==> config.mk <==
export PLATFORM = sky130hd
export DESIGN_NAME = rf_level_sweep_sequencer
export DESIGN_NICKNAME = d
export VERILOG_FILES = /design/src/level_sweep_pkg.sv /design/src/trigger_edge_detect.sv /design/src/rf_level_sweep_sequencer.sv
export SDC_FILE = /design/constraint.sdc
export NUM_CORES = 1
export LEC_CHECK = 0
export BUFFER_PORTS_ARGS = -buffer_cell sky130_fd_sc_hd__buf_2
export CORE_MARGIN = 3
export CORE_UTILIZATION = 59
export DETAILED_ROUTE_END_ITERATION = 12
export GPL_TIMING_DRIVEN = 0
export PLACE_DENSITY = 0.83
export SYNTH_ARGS = -nofsm -noshare
export SYNTH_HDL_FRONTEND = slang
export SYNTH_HIERARCHICAL = 1
export SYNTH_SLANG_ARGS = --single-unit
==> constraint.sdc <==
create_clock -name core_clk -period 6.2 [get_ports core_clk]
set_clock_uncertainty 0.2 [all_clocks]
set_input_delay 0.31 -clock core_clk [delete_from_list [all_inputs] [get_ports core_clk]]
set_output_delay 0.31 -clock core_clk [all_outputs]
set_load 0.05 [all_outputs]
==> src/level_sweep_pkg.sv <==
// Constants and types shared by the level sweep sequencer.
// Assumes levels are signed fixed point in 1/100 dB units.
package level_sweep_pkg;

    // ------------------------------------------------------------------
    // Widths and reset values
    // ------------------------------------------------------------------
    localparam int LEVEL_W = 16;
    localparam int DWELL_W = 24;
    localparam logic [15:0] LEVEL_RST = 16'h0000;
    localparam logic [23:0] DWELL_RST = 24'h000000;
    localparam logic [1:0] SYNC_RST = 2'h0;

    // ------------------------------------------------------------------
    // Types
    // ------------------------------------------------------------------
    typedef enum logic [2:0] {
        MODE_AUTO = 3'h0,
        MODE_SINGLE = 3'h1,
        MODE_STEP = 3'h2,
        MODE_EXT_SINGLE = 3'h3,
        MODE_EXT_STEP = 3'h4,
        MODE_EXT_START_STOP = 3'h5
    } sweep_mode_t;

    typedef enum logic [1:0] {
        ST_IDLE = 2'h0,
        ST_RUN = 2'h1,
        ST_FROZEN = 2'h2
    } sweep_state_t;

endpackage

==> src/trigger_edge_detect.sv <==
// Synchroniser and single-edge detector for the instrument trigger input.
// Assumes the trigger is asynchronous to core_clk.
`timescale 1ns/1ps
module trigger_edge_detect (
    input wire logic core_clk,
    input wire logic nrst,
    input wire logic instrument_trigger_input,
    input wire logic slope_negative,
    output logic trigger_event
);
    typedef struct packed {
        logic [1:0] sync;
        logic last;
        logic event_out;
    } edge_state_t;

    edge_state_t state_ff;
    edge_state_t nxt_state;

    // ------------------------------------------------------------------
    // Edge logic
    // ------------------------------------------------------------------
    // Only the second sync stage feeds the comparison; the first stage is
    // left alone to settle.
    always_comb begin
        nxt_state = state_ff;
        nxt_state.sync = {state_ff.sync[0], instrument_trigger_input};
        nxt_state.last = state_ff.sync[1];
        nxt_state.event_out = slope_negative ?
            (state_ff.last & ~state_ff.sync[1]) :
            (~state_ff.last & state_ff.sync[1]);
    end

    always_ff @(posedge core_clk) begin
        if (!nrst) begin
            state_ff <= '0;
        end else begin
            state_ff <= nxt_state;
        end
    end

    assign trigger_event = state_ff.event_out;
endmodule

==> src/rf_level_sweep_sequencer.sv <==
// Stepped RF level sweep sequencer: modes, shapes, dwell and triggers.
// Assumes all control inputs except instrument_trigger_input are synchronous to core_clk and that
// level_start <= level_stop.
`timescale 1ns/1ps
module rf_level_sweep_sequencer (
    input wire logic core_clk,
    input wire logic nrst,
    input wire logic sweep_enable,
    input wire level_sweep_pkg::sweep_mode_t sweep_mode,
    input wire logic shape_triangle,
    input wire logic slope_negative,
    input wire logic signed [15:0] level_start,
    input wire logic signed [15:0] level_stop,
    input wire logic [15:0] level_step,
    input wire logic [23:0] dwell_cycles,
    input wire logic [23:0] settle_cycles,
    input wire logic execute_sweep,
    input wire logic reset_sweep,
    input wire logic level_write,
    input wire logic signed [15:0] level_write_value,
    input wire logic instrument_trigger_input,
    output logic signed [15:0] level_out,
    output logic level_update,
    output logic level_settled,
    output logic sweep_running,
    output logic other_sweeps_off
);
    typedef struct packed {
        level_sweep_pkg::sweep_state_t state;
        level_sweep_pkg::sweep_mode_t mode;
        logic enabled;
        logic descending;
        logic [15:0] level;
        logic [23:0] dwell;
        logic update;
        logic settled;
        logic running;
        logic others_off;
    } seq_state_t;

    seq_state_t state_ff;
    seq_state_t nxt_state;
    logic trig;
    logic signed [16:0] up_sum;
    logic signed [16:0] down_sum;
    logic step_now;
    logic at_stop;
    logic at_start;

    // ------------------------------------------------------------------
    // Trigger input
    // ------------------------------------------------------------------
    trigger_edge_detect u_trig (
        .core_clk(core_clk),
        .nrst(nrst),
        .instrument_trigger_input(instrument_trigger_input),
        .slope_negative(slope_negative),
        .trigger_event(trig)
    );

    // ------------------------------------------------------------------
    // Step arithmetic
    // ------------------------------------------------------------------
    // One extra bit keeps the overflow visible so the clamp sees it.
    assign up_sum = $signed({state_ff.level[15], state_ff.level})
        + $signed({1'b0, level_step});
    assign down_sum = $signed({state_ff.level[15], state_ff.level})
        - $signed({1'b0, level_step});
    assign at_stop = $signed(state_ff.level) >= level_stop;
    assign at_start = $signed(state_ff.level) <= level_start;

    // ------------------------------------------------------------------
    // Sequencer
    // ------------------------------------------------------------------
    // The level write value is never stored; only its strobe counts.
    always_comb begin
        nxt_state = state_ff;
        nxt_state.update = 1'b0;
        step_now = 1'b0;
        nxt_state.enabled = sweep_enable;
        nxt_state.mode = sweep_mode;
        nxt_state.others_off = sweep_enable;
        if (state_ff.dwell != '0) begin
            nxt_state.dwell = state_ff.dwell - 24'h000001;
        end
        if (!sweep_enable) begin
            nxt_state.state = level_sweep_pkg::ST_IDLE;
        end else if (!state_ff.enabled || sweep_mode != state_ff.mode) begin
            // Mode entry: auto resumes, every other mode halts.
            if (sweep_mode == level_sweep_pkg::MODE_AUTO) begin
                nxt_state.state = level_sweep_pkg::ST_RUN;
                nxt_state.dwell = dwell_cycles;
            end else begin
                nxt_state.state = level_sweep_pkg::ST_IDLE;
            end
            if (sweep_mode == level_sweep_pkg::MODE_EXT_STEP ||
                sweep_mode == level_sweep_pkg::MODE_EXT_SINGLE) begin
                nxt_state.level = level_start;
                nxt_state.descending = 1'b0;
                nxt_state.update = 1'b1;
                nxt_state.dwell = dwell_cycles;
            end
        end else if (reset_sweep) begin
            nxt_state.level = level_start;
            nxt_state.descending = 1'b0;
            nxt_state.update = 1'b1;
            nxt_state.dwell = dwell_cycles;
        end else begin
            case (sweep_mode)
                level_sweep_pkg::MODE_AUTO: begin
                    nxt_state.state = level_sweep_pkg::ST_RUN;
                    step_now = state_ff.dwell == '0;
                end
                level_sweep_pkg::MODE_SINGLE,
                level_sweep_pkg::MODE_EXT_SINGLE: begin
                    if ((execute_sweep &&
                         sweep_mode == level_sweep_pkg::MODE_SINGLE) ||
                        (trig && sweep_mode ==
                         level_sweep_pkg::MODE_EXT_SINGLE)) begin
                        nxt_state.state = level_sweep_pkg::ST_RUN;
                        nxt_state.level = level_start;
                        nxt_state.descending = 1'b0;
                        nxt_state.update = 1'b1;
                        nxt_state.dwell = dwell_cycles;
                    end else if (state_ff.state == level_sweep_pkg::ST_RUN)
                    begin
                        step_now = state_ff.dwell == '0;
                    end
                end
                level_sweep_pkg::MODE_STEP: begin
                    step_now = level_write;
                end
                level_sweep_pkg::MODE_EXT_STEP: begin
                    step_now = trig;
                end
                level_sweep_pkg::MODE_EXT_START_STOP: begin
                    if (trig) begin
                        case (state_ff.state)
                            level_sweep_pkg::ST_RUN: begin
                                nxt_state.state = level_sweep_pkg::ST_FROZEN;
                            end
                            default: begin
                                // Idle or frozen: both start over at start.
                                nxt_state.state = level_sweep_pkg::ST_RUN;
                                nxt_state.level = level_start;
                                nxt_state.descending = 1'b0;
                                nxt_state.update = 1'b1;
                                nxt_state.dwell = dwell_cycles;
                            end
                        endcase
                    end else if (state_ff.state == level_sweep_pkg::ST_RUN)
                    begin
                        step_now = state_ff.dwell == '0;
                    end
                end
                default: begin
                    nxt_state.state = level_sweep_pkg::ST_IDLE;
                end
            endcase
        end
        if (step_now) begin
            nxt_state.update = 1'b1;
            nxt_state.dwell = dwell_cycles;
            if (state_ff.descending) begin
                if (at_start || down_sum <= $signed({level_start[15],
                    level_start})) begin
                    // Downslope done: cycle ends at start level.
                    nxt_state.level = level_start;
                    nxt_state.descending = 1'b0;
                    if (sweep_mode == level_sweep_pkg::MODE_SINGLE ||
                        sweep_mode == level_sweep_pkg::MODE_EXT_SINGLE) begin
                        nxt_state.state = level_sweep_pkg::ST_IDLE;
                    end
                end else begin
                    nxt_state.level = down_sum[15:0];
                end
            end else if (at_stop) begin
                if (shape_triangle) begin
                    nxt_state.descending = 1'b1;
                    nxt_state.level = down_sum[15:0];
                end else if (sweep_mode == level_sweep_pkg::MODE_SINGLE ||
                    sweep_mode == level_sweep_pkg::MODE_EXT_SINGLE ||
                    sweep_mode == level_sweep_pkg::MODE_STEP) begin
                    nxt_state.state = level_sweep_pkg::ST_IDLE;
                    nxt_state.update = 1'b0;
                end else begin
                    nxt_state.level = level_start;
                end
            end else if (up_sum > $signed({level_stop[15], level_stop}))
            begin
                nxt_state.level = level_stop;
            end else begin
                nxt_state.level = up_sum[15:0];
            end
        end
        // Settling eats into dwell rather than extending it, so the flag
        // stays low for the first settle_cycles of every new step.
        nxt_state.settled = (dwell_cycles - nxt_state.dwell) >=
            settle_cycles;
        nxt_state.running = sweep_enable &&
            nxt_state.state == level_sweep_pkg::ST_RUN;
    end

    always_ff @(posedge core_clk) begin
        if (!nrst) begin
            state_ff <= '0;
        end else begin
            state_ff <= nxt_state;
        end
    end

    // ------------------------------------------------------------------
    // Outputs
    // ------------------------------------------------------------------
    assign level_out = state_ff.level;
    assign level_update = state_ff.update;
    assign level_settled = state_ff.settled;
    assign sweep_running = state_ff.running;
    assign other_sweeps_off = state_ff.others_off;
endmodule

After elaboration in Yosys (flattened, before gate mapping)
Cells that the tools add are included.

Register bits: 54. Input port bits: 124. Logic and storage cells: 95.

Add/sub/neg operators: 4. Order comparisons: 5. Eq/ne operators: 8. Mux-type cells: 47. Bitwise gates (word level): 4. Reductions and logical operators: 15.

Operators by type and width (count): $mux W42 (8); $pmux W42 S2 (1); $mux W16 (5); $mux W24 (2); $mux W2 (13); $ge A24 B24 Y1 (1); $logic_not A24 Y1 (1); $reduce_bool A24 Y1 (1); $sub A24 B1 Y24 const B (1); $sub A24 B24 Y24 (1); $add A16 B17 Y17 (1); $gt A17 B16 Y1 (1); $le A17 B16 Y1 (1); $mux W17 (1); $sub A16 B17 Y17 (1); $ge A16 B16 Y1 (1); $le A16 B16 Y1 (1); $mux W1 (15); $pmux W2 S4 (1); $eq A3 B2 Y1 const B (2); $eq A3 B3 Y1 const B (2); $logic_or A1 B1 Y1 (6); $pmux W1 S5 (1); $eq A2 B1 Y1 const B (2); 8 further kinds (13).

Depth between registers and ports, before layout
Word-level depth: 15. Gate-level depth with buffers: 31. Gate-level depth less buffers: 30.

Hierarchy
Netlist, hierarchy kept.

Modules (own cells, without submodules): rf_level_sweep_sequencer (instances 1, cells an instance 1140, area each 8489.4 µm², seq. area each 1001.0 µm²); trigger_edge_detect (instances 1, cells an instance 10, area each 126.4 µm², seq. area each 80.1 µm²).

Least setup slack after synthesis
OpenSTA, ideal clock, no wires.

Path kind: reg2reg. Start point: register other_sweeps_off (netlist name). End point: register state_ff, in the netlist level_settled. Data arrival time: 5303 ps. Setup slack: 570 ps. Stages on the path, launching flop included: 25. Buffers on the path: 1. Cell sequence: dfxtp_1 -> nand4_1 -> o311ai_1 -> and2_1 -> buf_6 -> nand2_1 -> o21ai_0 -> ha_1 -> inv_1 -> fa_1 -> a21o_1 -> a21oi_1 -> o21bai_1 -> a21oi_1 -> o21a_1 -> o2bb2ai_1 -> a31o_2 -> o31a_1 -> xor2_1 -> ha_1 -> or3_1 -> nor3_1 -> o311ai_0 -> a221oi_1 -> o21ai_0.

RTL lines: end signal: assignment (RTL line rf_level_sweep_sequencer.sv:208) `state_ff <= nxt_state;`; end: declaration (RTL line rf_level_sweep_sequencer.sv:41) `seq_state_t state_ff;`.

==> results.tsv <==
stage	metric	value	unit
flow_run	Max Cap Viol	0	
global_route	first-pass GRT wire length	40.4	mm
global_route	met2 GRT Util	53.5	%
sta	Final TNS setup	0	ns
sta	Final min period	5.96	ns
placed_design	DP HPWL	20.2	mm
floorplanning	Die Span Y	127	microns
worst_setup_path	Arrival @ worst endpoint	5.95	ns
floorplanning	Initial Util	61.1	%
detailed_routing	Remaining DRCs	0	
global_route	GRT met1 Usage	35.8	%
floorplanning	Die W	127	microns
clock_tree	CTS tree	built	
floorplanning	die area	16100	sq um
global_route	number of global-route vias before repair	8594	
placed_design	placed inst area	9470	sq um
worst_setup_path	R2R depth	25	
clock_tree	Worst-path clk slew	0.08	ns
clock_tree	post-CTS setup buffer count	0	
yosys	Mapped Area	8620	sq um
yosys	Avg Inst Size Synth	7.49	sq um
yosys	top-area cell type share of the netlist area	21.1	%
clock_tree	clk sinks	54	
status	outcome	finished clean	
finish	Nets	1555	
global_route	largest net degree at the start of global routing	19	
finish	area grow syn2layout	13.0	%
min_path	hold path depth	2	
detailed_routing	DRT antenna net count	0	
detailed_routing	initial DRC count	601	
power	PD cells	279	nW/um^2
global_route	met3 usage	2.99	%
finish	commonest non-fill, non-tap cell in the layout	ha_1	
placed_design	I/O Buffers	126	
finish	Util after Layout	69.1	%
clock_tree	CTS hold repair buffers	0	
sta	Rel. slew slack	43.6	%
detailed_routing	vias	8976	
sta	Worst-Margin Slew	0.841	ns
worst_setup_path	WP data required	6.19	ns
power	P_leak	4.92	nW
power	peak supply drop	0.140	mV
yosys	register area share after synthesis	12.5	%
yosys	syn_nets	1422	
detailed_routing	WL/cell	17.3	microns
worst_setup_path	Worst Path Max Fanout	10	
yosys	Synth area leaders	ha_1 (21%), dfxtp_1 (13%), a21oi_1 (6.6%), mux2i_1 (5.1%), xnor2_1 (4.7%)	
yosys	Synth cell types	72	
clock_tree	CTS buffer count	5	
yosys	cell taking the most area after synthesis	ha_1	
yosys	FF+latch count, synth	54	
finish	layout cells sized above 1	15.3	%
detailed_routing	vias per std cell	6.13	
sta	fmax	168	MHz
yosys	EDFF count, synth	0	
detailed_routing	total wire length	25.3	mm
sta	Final Slew Violations	0	
worst_setup_path	FF-to-FF Start	state_ff[50]$_SDFF_PN0_	
min_path	worst hold path type	in2reg	
sta	final setup vio count	0	
clock_tree	Max clock buf depth	2	
clock_tree	H-Tree Level Count	2	
floorplanning	core footprint	14100	sq um
min_path	hold path start	instrument_trigger_input	
sta	Tcrit/Tclk final	96.1	%
global_route	total track usage	30.1	%
yosys	Post-synth top flop	dfxtp_1	
min_path	Hold Crit Endpoint	u_trig/nxt_state[3]$_SDFF_PN0_	
power	total power	0.00272	W
finish	antenna diode count	0	
worst_setup_path	path type of the worst setup path	reg2reg	
clock_tree	worst skew pair latency	0.31	ns
global_route	grt ovf	0	
clock_tree	clock root buffer	clkbuf_16	
yosys	asr flop ratio synth	0	%
sta	RSZ-0062 raised after global routing	true	
worst_setup_path	r2r setup slk	0.24	ns
detailed_routing	DRT Pass-1 Iters	6	
finish	most frequent cells in the layout	ha_1 (145), buf_2 (130), a21oi_1 (111), inv_1 (100), nor2_1 (87)	
floorplanning	Ports	144	
worst_setup_path	CP Capture Type	register	
placed_design	Placer Congestion	0.952	
global_route	gr busiest metal	met2	
finish	Design Area, Final	9740	sq um
sta	Fin. Hold Viols	0	
worst_setup_path	FF-to-FF End	level_settled$_SDFF_PN0_	
global_route	initial antenna violation count	0	
yosys	cells after synthesis	1150	
floorplanning	# rows	43	
worst_setup_path	CP Launch Type	register	
yosys	Warnings, synthesis	6	
cells by family (layout without fill, tap and decap cells):
logic type               after synthesis  after routing  share of synthesized area (%)
AND/OR/NAND/NOR                      335            335                           19.7
multiplexers                          49             49                           5.77
AO/OA/AOI/OAI                        335            335                           25.2
adder cells (fa/ha/maj)              148            148                           21.8
flip-flops                            54             54                           12.5
XOR/XNOR                              70             70                           7.12
buffers and inverters                159            293                           7.89
metrics by stage:
stage,std cells,setup WS (ns),hold slack [ns]
floorplan,1150,0.570,0.226
global placement,1456,-0.415,0.231
detailed placement,1456,-0.407,0.235
CTS,1464,0.0171,0.0106
global route,1464,-0.139,0.0177
finish,1464,0.243,0.00807
state kept, by name, indices dropped and copies added, names as in the netlist:
name and count:
state_ff 30, level_out 16, u_trig/nxt_state 2, level_settled 1
level_update 1, other_sweeps_off 1, sweep_running 1, u_trig/state_ff 1
u_trig/trigger_event 1
layer usage:
metal / part of all wire (%) / wire, microns
met3: 6.5 / 1660
met1: 41 / 10300
met4: 5.0 / 1260
met5: 0 / 0
met2: 48 / 12100
worst max-delay path, cell delays in order (launching register included):
cell       delay [ns]
dfxtp_1          0.32
nand2b_4         0.16
or4_4            0.50
a311oi_4         0.32
o211ai_1         0.16
and2_1           0.18
buf_6            0.15
o21ai_1          0.18
ha_1             0.20
inv_1            0.05
fa_1             0.40
a21o_1           0.18
a21oi_2          0.16
o21bai_1         0.09
a21oi_2          0.19
o21a_1           0.18
o2bb2ai_1        0.10
a31o_2           0.29
o31a_1           0.35
xor2_1           0.16
ha_1             0.20
or3_1            0.39
nor3_2           0.14
o311ai_2         0.17
a221oi_1         0.27
o21ai_0          0.13
area by class of cell:
cell class / count / area, sq um
buffer: 59 / 310
clock buffer: 5 / 125
clock inverter: 3 / 23.8
fill: 1251 / 4360
inverter: 100 / 375
multi-input combinational: 937 / 6970
sequential: 54 / 1080
tap: 180 / 225
timing repair buffer: 126 / 631
report_power, final:
part / internal, W / total (W) / switching, W
combinational: 0.000855 / 0.00193 / 0.00108
sequential: 0.000400 / 0.000480 / 0.0000800
clock: 0.000152 / 0.000307 / 0.000154
what timing repair did:
item / 4_1_cts / 5_1_grt
endpoints found under the setup margin: 1 / 13
hold endpoints to repair: 0 / 0
pin swaps: 0 / 3
resized for setup: 7 / 21
synth_stat cells (12+ instances only):
cell type  number
a21o_1         37
a21oi_1       113
and2_1         12
buf_4          17
clkbuf_1       37
dfxtp_1        54
ha_1          145
inv_1         100
mux2i_1        44
nand2_1        68
nand2b_1       12
nand3_1        16
nand4_1        18
nor2_1         87
nor2b_1        37
nor3_1         26
nor4_1         17
o21a_1         18
o21ai_0        62
xnor2_1        46
xor2_1         24
how the worst max path moves through the flow:
stage	start	end	slack, ns	cells after the start
2_1_floorplan	other_sweeps_off$_SDFF_PN0_	level_settled$_SDFF_PN0_	0.57	24
3_3_place_gp	sweep_mode[2]	level_settled$_SDFF_PN0_	-0.42	25
3_5_place_dp	sweep_mode[2]	level_settled$_SDFF_PN0_	-0.41	25
4_1_cts	state_ff[49]$_SDFF_PN0_	level_settled$_SDFF_PN0_	0.02	25
5_1_grt	state_ff[18]$_SDFF_PN0_	level_settled$_SDFF_PN0_	-0.14	29
6_report	state_ff[50]$_SDFF_PN0_	level_settled$_SDFF_PN0_	0.24	25
No activity file was read; power rests on OpenSTA's default activity.
